[src/inc/wrb_pkg.sv]
// package: constants for the warm restart and boot history block
package wrb_pkg;
	localparam logic [31:0] SYNC_WORD      = 32'hAA995566;
	localparam logic [31:0] HDR_WR_START   = 32'h30020001;
	localparam logic [31:0] HDR_WR_CMD     = 32'h30008001;
	localparam logic [31:0] CMD_NULL       = 32'h00000000;
	localparam logic [31:0] CMD_RESTART    = 32'h0000000F;
	localparam logic [3:0]  CMD_LOW_MASK   = 4'hF;
	localparam int          ADDR_W         = 26;
	localparam int          SPI_ADDR_W     = 24;
	localparam logic [25:0] ADDR_DOWN_DFLT = 26'h3FFFFFF;
	localparam logic [25:0] ADDR_UP_DFLT   = 26'h0000000;
	localparam logic [1:0]  RS_FALLBACK    = 2'h0;
	// start register layout: revision select on top, address below
	localparam int          START_RS_LSB   = 26;
	localparam logic [27:0] START_RESET    = 28'h0000000;
	// boot history entry bit positions
	localparam int          HB_BGCHK = 7;
	localparam int          HB_WRAP  = 6;
	localparam int          HB_CHK   = 5;
	localparam int          HB_ID    = 4;
	localparam int          HB_WDOG  = 3;
	localparam int          HB_RST   = 2;
	localparam int          HB_FB    = 1;
	localparam int          HB_VALID = 0;
	localparam logic [15:0] HIST_RESET = 16'h0000;
	// clear time in cycles
	localparam int          CLEAR_CYCLES = 16;
	typedef enum logic [1:0] {
		MODE_SERIAL_OTHER,
		MODE_PFLASH_UP,
		MODE_PFLASH_DOWN,
		MODE_SPI
	} wrb_mode_type;
endpackage

[src/verilog/wrb_cmd_parse.sv]
// module: parser for configuration words from port or bitstream
`timescale 1ns/1ps
module wrb_cmd_parse (
	// clock and reset
	input  wire logic        clk,
	input  wire logic        rst_q_b,
	// word stream
	input  wire logic        word_valid,
	input  wire logic [31:0] word_data,
	input  wire logic        desync,
	// decoded events
	output logic             start_wr,
	output logic [31:0]      start_data,
	output logic             restart_seen
);
	typedef enum logic [1:0] {P_IDLE, P_SYNCED, P_START, P_CMD} wrb_pstate_type;
	wrb_pstate_type st_reg;

	// header/payload tracking; one word per header
	always_ff @(posedge clk or negedge rst_q_b) begin
		if (!rst_q_b) begin
			st_reg       <= P_IDLE;
			start_wr     <= 1'b0;
			start_data   <= 32'h00000000;
			restart_seen <= 1'b0;
		end else begin
			start_wr     <= 1'b0;
			restart_seen <= 1'b0;
			if (desync) begin
				st_reg <= P_IDLE;
			end else if (word_valid) begin
				case (st_reg)
					P_IDLE: begin
						if (word_data == wrb_pkg::SYNC_WORD) st_reg <= P_SYNCED;
					end
					P_SYNCED: begin
						if (word_data == wrb_pkg::HDR_WR_START) st_reg <= P_START;
						else if (word_data == wrb_pkg::HDR_WR_CMD) st_reg <= P_CMD;
					end
					P_START: begin
						start_wr   <= 1'b1;
						start_data <= word_data;
						st_reg     <= P_SYNCED;
					end
					P_CMD: begin
						// patched null command with low nibble all ones
						restart_seen <= (word_data == wrb_pkg::CMD_RESTART);
						st_reg       <= P_SYNCED;
					end
					default: st_reg <= P_IDLE;
				endcase
			end
		end
	end
endmodule

[src/verilog/wrb_top.sv]
// module: warm restart control, flash address drive and boot history
//
// Contract
// - restart resets all but reboot logic
// - load from stored start, else mode default
// - accept restart from port or bitstream
// - restart code is null with low nibble set
// - pull init and done low, clear, release
// - spi mode sends 24-bit start serially
// - select pins follow stored value in all modes
// - actively drive select pins during restart load
// - release flash pins after configuration
// - failed restarted image falls back to zero
// - history is two-entry shifting queue
// - each entry carries a valid flag
// - clean first load: newest valid only
// - restart success: newest restart plus valid
// - check failure then fallback recorded in both
// - ignore restart in fallback, still record it
// - id, check, watchdog, wrap errors cause fallback
// - on error reset and drive select zero; an error in a fallback load halts instead, with no reset
`timescale 1ns/1ps
module wrb_top #(
	parameter int ADDR_W     = wrb_pkg::ADDR_W,
	parameter int SPI_ADDR_W = wrb_pkg::SPI_ADDR_W
) (
	// clock and reset
	input  wire logic              clk,
	input  wire logic              rst_b,
	// configuration mode straps
	input  wire logic [1:0]        config_mode,
	// internal configuration port words
	input  wire logic              icp_valid,
	input  wire logic [31:0]       icp_data,
	input  wire logic              icp_desync,
	// bitstream words during a load
	input  wire logic              bs_valid,
	input  wire logic [31:0]       bs_data,
	// load outcome from the loader
	input  wire logic              load_done,
	input  wire logic              err_bgchk,
	input  wire logic              err_wrap,
	input  wire logic              err_chk,
	input  wire logic              err_id,
	input  wire logic              err_wdog,
	// pins toward flash and system
	output logic                   init_status,
	output logic                   done_pin,
	output logic                   config_reset,
	output logic                   mem_clear,
	output logic                   load_start,
	output logic [1:0]             revision_select_pins,
	output logic                   revision_select_oe,
	output logic [ADDR_W-1:0]      flash_addr,
	output logic                   flash_addr_oe,
	output logic                   spi_mosi,
	output logic                   spi_cs_b,
	output logic                   config_halted,
	// boot history read port
	output logic [15:0]            boot_history
);
	typedef enum logic [2:0] {S_IDLE, S_RESET, S_CLEAR, S_SPI, S_LOAD, S_USER, S_HALT} wrb_state_type;

	logic          rst_m_reg;
	logic          rst_q_reg;
	wrb_state_type st_reg;
	logic [27:0]   warm_boot_start_reg;
	logic          fallback_reg;
	logic          restart_load_reg;
	logic          restart_in_load_reg;
	logic [7:0]    clr_cnt_reg;
	logic [4:0]    spi_cnt_reg;
	logic [SPI_ADDR_W-1:0] spi_sh_reg;
	logic          icp_start_wr;
	logic [31:0]   icp_start_data;
	logic          icp_restart;
	logic          bs_start_wr;
	logic [31:0]   bs_start_data;
	logic          bs_restart;
	logic          any_err;
	logic [7:0]    entry_next;
	logic          clr_last;
	logic          spi_last;
	logic          load_fail;
	logic          load_ok;
	logic          bs_go;
	logic          icp_go;
	wrb_pkg::wrb_mode_type mode;

	assign mode    = wrb_pkg::wrb_mode_type'(config_mode);
	assign any_err = err_wrap | err_chk | err_id | err_wdog;

	// default start address per mode for first and fallback loads
	function automatic logic [ADDR_W-1:0] addr_default(input wrb_pkg::wrb_mode_type m);
		addr_default = (m == wrb_pkg::MODE_PFLASH_DOWN) ? ADDR_W'(wrb_pkg::ADDR_DOWN_DFLT)
			: ADDR_W'(wrb_pkg::ADDR_UP_DFLT);
	endfunction

	// reset release through two flops
	always_ff @(posedge clk or negedge rst_b) begin
		if (!rst_b) begin
			rst_m_reg <= 1'b0;
			rst_q_reg <= 1'b0;
		end else begin
			rst_m_reg <= 1'b1;
			rst_q_reg <= rst_m_reg;
		end
	end

	// two parsers: user port and bitstream being loaded
	wrb_cmd_parse u_icp_parse (
		.clk          (clk),
		.rst_q_b      (rst_q_reg),
		.word_valid   (icp_valid),
		.word_data    (icp_data),
		.desync       (icp_desync),
		.start_wr     (icp_start_wr),
		.start_data   (icp_start_data),
		.restart_seen (icp_restart)
	);

	wrb_cmd_parse u_bs_parse (
		.clk          (clk),
		.rst_q_b      (rst_q_reg),
		.word_valid   (bs_valid & (st_reg == S_LOAD)),
		.word_data    (bs_data),
		.desync       (st_reg != S_LOAD),
		.start_wr     (bs_start_wr),
		.start_data   (bs_start_data),
		.restart_seen (bs_restart)
	);

	// stored start survives restarts; only the block reset clears it
	always_ff @(posedge clk or negedge rst_q_reg) begin
		if (!rst_q_reg) begin
			warm_boot_start_reg <= wrb_pkg::START_RESET;
		end else if (icp_start_wr && st_reg == S_USER) begin
			warm_boot_start_reg <= icp_start_data[27:0];
		end else if (bs_start_wr && !fallback_reg) begin
			warm_boot_start_reg <= bs_start_data[27:0];
		end
	end

	// entry for the load that just finished
	always_comb begin
		entry_next                  = 8'h00;
		entry_next[wrb_pkg::HB_BGCHK] = err_bgchk;
		entry_next[wrb_pkg::HB_WRAP]  = err_wrap;
		entry_next[wrb_pkg::HB_CHK]   = err_chk;
		entry_next[wrb_pkg::HB_ID]    = err_id;
		entry_next[wrb_pkg::HB_WDOG]  = err_wdog;
		// a restart word seen in the last cycle of the load still counts
		entry_next[wrb_pkg::HB_RST]   = restart_load_reg | restart_in_load_reg | bs_restart;
		entry_next[wrb_pkg::HB_FB]    = fallback_reg;
		entry_next[wrb_pkg::HB_VALID] = 1'b1;
	end

	// history: newest in low byte, previous newest shifts up
	always_ff @(posedge clk or negedge rst_q_reg) begin
		if (!rst_q_reg) begin
			boot_history <= wrb_pkg::HIST_RESET;
		end else if (st_reg == S_LOAD && (load_done || any_err)) begin
			boot_history <= {boot_history[7:0], entry_next};
		end
	end

	// restart flag seen in the image itself, kept even in fallback
	always_ff @(posedge clk or negedge rst_q_reg) begin
		if (!rst_q_reg) begin
			restart_in_load_reg <= 1'b0;
		end else if (st_reg == S_CLEAR) begin
			restart_in_load_reg <= 1'b0;
		end else if (st_reg == S_LOAD && bs_restart) begin
			restart_in_load_reg <= 1'b1;
		end
	end

	// decoded steps of the sequence, shared by the blocks below
	assign clr_last  = (st_reg == S_CLEAR) && (clr_cnt_reg == 8'(wrb_pkg::CLEAR_CYCLES));
	assign spi_last  = (st_reg == S_SPI) && (spi_cnt_reg == 5'(SPI_ADDR_W - 1));
	assign load_fail = (st_reg == S_LOAD) && any_err;
	// restart word inside a fallback image is not acted on
	assign bs_go     = (st_reg == S_LOAD) && !any_err && bs_restart && !fallback_reg;
	assign icp_go    = (st_reg == S_USER) && icp_restart;
	assign load_ok   = (st_reg == S_LOAD) && !any_err && !bs_go && load_done;

	// main sequence: reset, clear, address, load, user
	always_ff @(posedge clk or negedge rst_q_reg) begin
		if (!rst_q_reg) begin
			st_reg <= S_CLEAR;
		end else begin
			case (st_reg)
				S_IDLE: st_reg <= S_CLEAR;
				S_RESET: st_reg <= S_CLEAR;
				S_CLEAR: begin
					if (clr_last) begin
						st_reg <= (mode == wrb_pkg::MODE_SPI) ? S_SPI : S_LOAD;
					end
				end
				S_SPI: begin
					if (spi_last) begin
						st_reg <= S_LOAD;
					end
				end
				S_LOAD: begin
					if (load_fail) begin
						// second failure stops configuration
						st_reg <= fallback_reg ? S_HALT : S_RESET;
					end else if (bs_go) begin
						st_reg <= S_RESET;
					end else if (load_ok) begin
						st_reg <= S_USER;
					end
				end
				S_USER: begin
					if (icp_go) begin
						st_reg <= S_RESET;
					end
				end
				S_HALT: st_reg <= S_HALT;
				default: st_reg <= S_RESET;
			endcase
		end
	end

	// fallback and warm-restart flags for the next load
	always_ff @(posedge clk or negedge rst_q_reg) begin
		if (!rst_q_reg) begin
			fallback_reg     <= 1'b0;
			restart_load_reg <= 1'b0;
		end else if (load_fail && !fallback_reg) begin
			fallback_reg     <= 1'b1;
			restart_load_reg <= 1'b0;
		end else if (bs_go) begin
			restart_load_reg <= 1'b1;
		end else if (icp_go) begin
			// a port restart re-arms normal loading after a fallback
			fallback_reg     <= 1'b0;
			restart_load_reg <= 1'b1;
		end
	end

	// clear phase: full count of cycles with memory clear high
	always_ff @(posedge clk or negedge rst_q_reg) begin
		if (!rst_q_reg) begin
			clr_cnt_reg <= 8'h00;
			mem_clear   <= 1'b0;
		end else if (st_reg != S_CLEAR) begin
			clr_cnt_reg <= 8'h00;
			mem_clear   <= 1'b0;
		end else if (clr_last) begin
			mem_clear   <= 1'b0;
		end else begin
			clr_cnt_reg <= clr_cnt_reg + 8'h01;
			mem_clear   <= 1'b1;
		end
	end

	// status pins: low through reset and clear, init high for loading
	always_ff @(posedge clk or negedge rst_q_reg) begin
		if (!rst_q_reg) begin
			init_status   <= 1'b0;
			done_pin      <= 1'b0;
			config_halted <= 1'b0;
		end else if (st_reg == S_RESET || st_reg == S_HALT) begin
			init_status <= 1'b0;
			done_pin    <= 1'b0;
		end else if (clr_last) begin
			init_status <= 1'b1;
		end else if (load_fail && fallback_reg) begin
			config_halted <= 1'b1;
		end else if (load_ok) begin
			done_pin <= 1'b1;
		end
	end

	// one-cycle pulses toward the loader
	always_ff @(posedge clk or negedge rst_q_reg) begin
		if (!rst_q_reg) begin
			config_reset <= 1'b0;
			load_start   <= 1'b0;
		end else begin
			// same effect as external reconfigure pulse
			config_reset <= (st_reg == S_RESET);
			load_start   <= (clr_last && mode != wrb_pkg::MODE_SPI) || spi_last;
		end
	end

	// select and address for the coming load, zero select on fallback
	always_ff @(posedge clk or negedge rst_q_reg) begin
		if (!rst_q_reg) begin
			revision_select_pins <= 2'h0;
			revision_select_oe   <= 1'b0;
			flash_addr           <= '0;
			flash_addr_oe        <= 1'b0;
		end else if (clr_last) begin
			if (fallback_reg) begin
				revision_select_pins <= wrb_pkg::RS_FALLBACK;
				revision_select_oe   <= 1'b1;
				flash_addr           <= addr_default(mode);
			end else if (restart_load_reg) begin
				revision_select_pins <= warm_boot_start_reg[wrb_pkg::START_RS_LSB +: 2];
				revision_select_oe   <= 1'b1;
				flash_addr           <= warm_boot_start_reg[ADDR_W-1:0];
			end else begin
				// first load leaves the pins to their resistors
				revision_select_oe   <= 1'b0;
				flash_addr           <= addr_default(mode);
			end
			flash_addr_oe <= (mode == wrb_pkg::MODE_PFLASH_UP) ||
				(mode == wrb_pkg::MODE_PFLASH_DOWN);
		end else if (load_ok) begin
			// flash pins become user io after configuration
			flash_addr_oe      <= 1'b0;
			revision_select_oe <= 1'b0;
		end
	end

	// start field shifted out msb first, one bit per cycle
	always_ff @(posedge clk or negedge rst_q_reg) begin
		if (!rst_q_reg) begin
			spi_cnt_reg <= 5'h00;
			spi_sh_reg  <= '0;
			spi_mosi    <= 1'b0;
		end else if (clr_last) begin
			// first and fallback loads start at address zero
			spi_sh_reg  <= (restart_load_reg && !fallback_reg) ?
				warm_boot_start_reg[SPI_ADDR_W-1:0] : '0;
			spi_cnt_reg <= 5'h00;
		end else if (st_reg == S_SPI) begin
			spi_mosi    <= spi_sh_reg[SPI_ADDR_W-1];
			spi_sh_reg  <= {spi_sh_reg[SPI_ADDR_W-2:0], 1'b0};
			spi_cnt_reg <= spi_cnt_reg + 5'h01;
		end
	end

	// flash select held through the load, dropped on every outcome
	always_ff @(posedge clk or negedge rst_q_reg) begin
		if (!rst_q_reg) begin
			spi_cs_b <= 1'b1;
		end else if (clr_last && mode == wrb_pkg::MODE_SPI) begin
			spi_cs_b <= 1'b0;
		end else if (load_fail || bs_go || load_ok) begin
			// a high gap lets the flash see each address afresh
			spi_cs_b <= 1'b1;
		end
	end
endmodule

[config.mk]
export PLATFORM = sky130hd
export DESIGN_NAME = wrb_top
export DESIGN_NICKNAME = d
export VERILOG_FILES = /design/src/inc/wrb_pkg.sv /design/src/verilog/wrb_cmd_parse.sv /design/src/verilog/wrb_top.sv
export SDC_FILE = /design/constraint.sdc
export NUM_CORES = 1
export LEC_CHECK = 0
export ABC_AREA = 1
export BUFFER_PORTS_ARGS = -buffer_cell sky130_fd_sc_hd__buf_2
export CAP_MARGIN = 25
export CORE_MARGIN = 5
export CORE_UTILIZATION = 61
export DETAILED_ROUTE_END_ITERATION = 6
export PLACE_DENSITY_LB_ADDON = 0.2
export SKIP_LAST_GASP = 1
export SYNTH_ARGS = -nofsm -noshare
export SYNTH_HDL_FRONTEND = slang
export SYNTH_SLANG_ARGS = --single-unit
[constraint.sdc]
create_clock -name clk -period 16.45 [get_ports clk]
set_input_delay 0.8225 -clock clk [delete_from_list [all_inputs] [get_ports clk]]
set_output_delay 0.8225 -clock clk [all_outputs]
set_load 0.03 [all_outputs]
==> results.ini <==
[clock_tree]
clockBufferDepth = 2
cts_made_buffers = 17
post-cts-setup-buffers = 0
cts_resized = 0
clk_pin_slew_ns = 0.07
clock_sinks = 191
htreeDepth = 4
clock_latency_ns = 0.43
cts-root-buf = clkbuf_16
hold_buffers = 0
cts_tree = yes

[power]
powerDensity_nw_per_um2 = 136
sequentialPowerShare_pct = 45.7
total_power_mw = 1.40
p_leak_nw = 5.23
clockPowerShare_pct = 29.6
p_sw_mw = 0.475
comb_power_share_pct = 24.7
swShare_pct = 33.9
internal-power_mw = 0.925
ir_drop_mv = 0.0906

[logic_synthesis]
synth-compound-area-share_pct = 13.6
yosys_warnings = 0
synth_area_sq_um = 9050
ys_ff_latch = 191
synth_cell_types = 42
synthArstFlopShare_pct = 100
synthMuxAreaShare_pct = 0
synth_fa_ha_area_share_pct = 0.691
yosysMostFrequentCell = nand2_1
synth_top_area_share_pct = 52.3
synth_xor_area_share_pct = 0.0968
synth_top_family_by_area = simple AND/OR/NAND/NOR gates
synth_simple_gate_area_share_pct = 23.2
synthCells = 1066
synthTopCellsByCount = nand2_1 (272), dfrtp_1 (189), inv_1 (145)
synth.avg_cell_area_sq_um = 8.49
synth_nets = 1148
ys_seq_area_share_pct = 52.9
synth_top_cell_by_area = dfrtp_1
synth_edf_count = 0
ys.flop_type = dfrtp_1
synthTopCellsByArea = dfrtp_1 (52%), nand2_1 (11%), inv_1 (6.0%)

[cells_and_area]
num-fill-cells = 1153
layout.nets = 1258
diodes = 0
drive_gt1_share_pct = 19.3
postLayoutCellArea_sq_um = 10300
multi_input_area_sq_um = 3400
syn2layout_area_growth_pct = 14.0
seq_area_sq_um = 4790

[global_route]
gr-total-overflow = 0
grt_pass1_vias = 7203
grt_usage_pct = 25.0
grt_max_degree = 85
antenna_found_initial = 0
grt_pass1_wl_microns = 35600

[floorplanning]
coreArea_sq_um = 14500
pin_count = 131
die_width_microns = 132
start_util_pct = 62.3
die_area_sq_um = 17400
die_height_microns = 132
num_rows = 44

[sta]
hold_violations = 0
finalMaxSlewViolations = 0
finalCritPeriodShare_pct = 17.2
clock_skew_ns = 0.00919
relSlewSlack_pct = 38.9
setup_viol = 0
hold_ws_ns = 0.171
fmax_ghz = 0.353
rsz0062_at_grt = false
setup-tns-final_ns = 0
fin_crit_ns = 2.83
worst_pin_slew_ns = 0.913

[worst_setup_path]
cp_max_fo = 50
worstSetupPathType = reg -> reg
cp-end-kind = register
critPathLaunchType = register
rrSetupSlack_ns = 13.62
required_ns = 16.80
worstRegToRegCells = 6
cp.arrival_ns = 3.18

[route]
wl_microns = 21200
wire_per_inst_microns = 15.5
avgViaCountPerCell = 5.46
ant_nets = 0
drc = 0
firstDrtPassIters = 5
drt_iter0_drc = 740
vias = 7488

[place]
post_dp_cell_area_sq_um = 9680
dpl.hpwl_microns = 15300
gp_congestion = 0.920
port_buffers = 130

[hold_path]
hold_path_class = in -> async

[flow_run]
max_cap_viol_count = 0

[outcome]
outcome = complete, no violations

[per-stage QoR]
stage	setup WS (ns)	std cells	util [%]
after CTS	13.64	1371	70.8
after detailed placement	13.65	1340	66.6
after global routing	13.39	1372	71.0
final	13.62	1372	71.0
after floorplan	10.74	1066	-
after global placement	13.75	1340	66.6
[path summary, 6_finish.rpt]
path	from	end
max	st_reg[1]$_DFFE_PN1P_	spi_sh_reg[1]$_DFFE_PN0P_
min	rst_b	rst_m_reg$_DFF_PN0_
max reg2reg	st_reg[1]$_DFFE_PN1P_	spi_sh_reg[1]$_DFFE_PN0P_
min reg2reg	rst_q_reg$_DFF_PN0_	flash_addr[15]$_DFFE_PN0P_
max in group asynchronous	rst_q_reg$_DFF_PN0_	st_reg[1]$_DFFE_PN1P_
min in group clk	rst_m_reg$_DFF_PN0_	rst_q_reg$_DFF_PN0_
[power by group through the flow]
stage,clock [mW],sequential (mW),combinational [mW]
detailed placement,0,0.645,0.341
global placement,0,0.643,0.333
CTS,0.420,0.639,0.345
floorplan,0,0.678,0.210
global route,0.436,0.652,0.386
finish,0.414,0.640,0.345
[worst max-delay path, cell delays in order (launching register included)]
cell     delay [ns]
dfstp_2        0.66
nand3_4        0.16
nor2_4         0.64
nand2_2        0.73
o22ai_1        0.34
nand2_1        0.10
o21ai_0        0.10
[cells in the final DEF (no fill, tap or decap), types with 5 or more instances in the layout]
master and instances:
a21oi_1 11, buf_2 130, clkbuf_16 17, clkbuf_8 5, dfrtp_1 188, ha_1 5
inv_1 145, inv_2 10, nand2_1 272, nand2_2 6, nand3_1 75, nand4_1 8
nor2_1 85, nor3_1 14, nor4_1 5, o211ai_1 51, o21ai_0 55, o21ai_1 8
o21ai_2 31, o22ai_1 23
[final cells by class]
type | instances | share of cell area [%]
Timing Repair Buffer | 133 | 6.72
Sequential cell | 191 | 46.4
Multi-Input combinational cell | 676 | 33.0
Clock inverter | 9 | 1.04
Inverter | 157 | 5.79
Tap cell | 184 | 2.23
Clock buffer | 22 | 4.79
[layer usage]
| layer | up-vias | wire length (microns) | global-route usage [%] |
|---|---|---|---|
| met5 | - | 0 | 0 |
| met4 | 0 | 590 | 9.37 |
| met3 | 48 | 1500 | 5.92 |
| met2 | 260 | 9450 | 36.7 |
| met1 | 3506 | 9670 | 36.6 |
| li1 | 3674 | - | - |
[cell families after synthesis]
kind of cell    after synthesis
xor+xnor                      1
other cells                   1
compound gates              187
fa+ha+maj                     5
simple gates                482
buf+inv                     199
flops                       191
(Power assumes the default switching activity.)
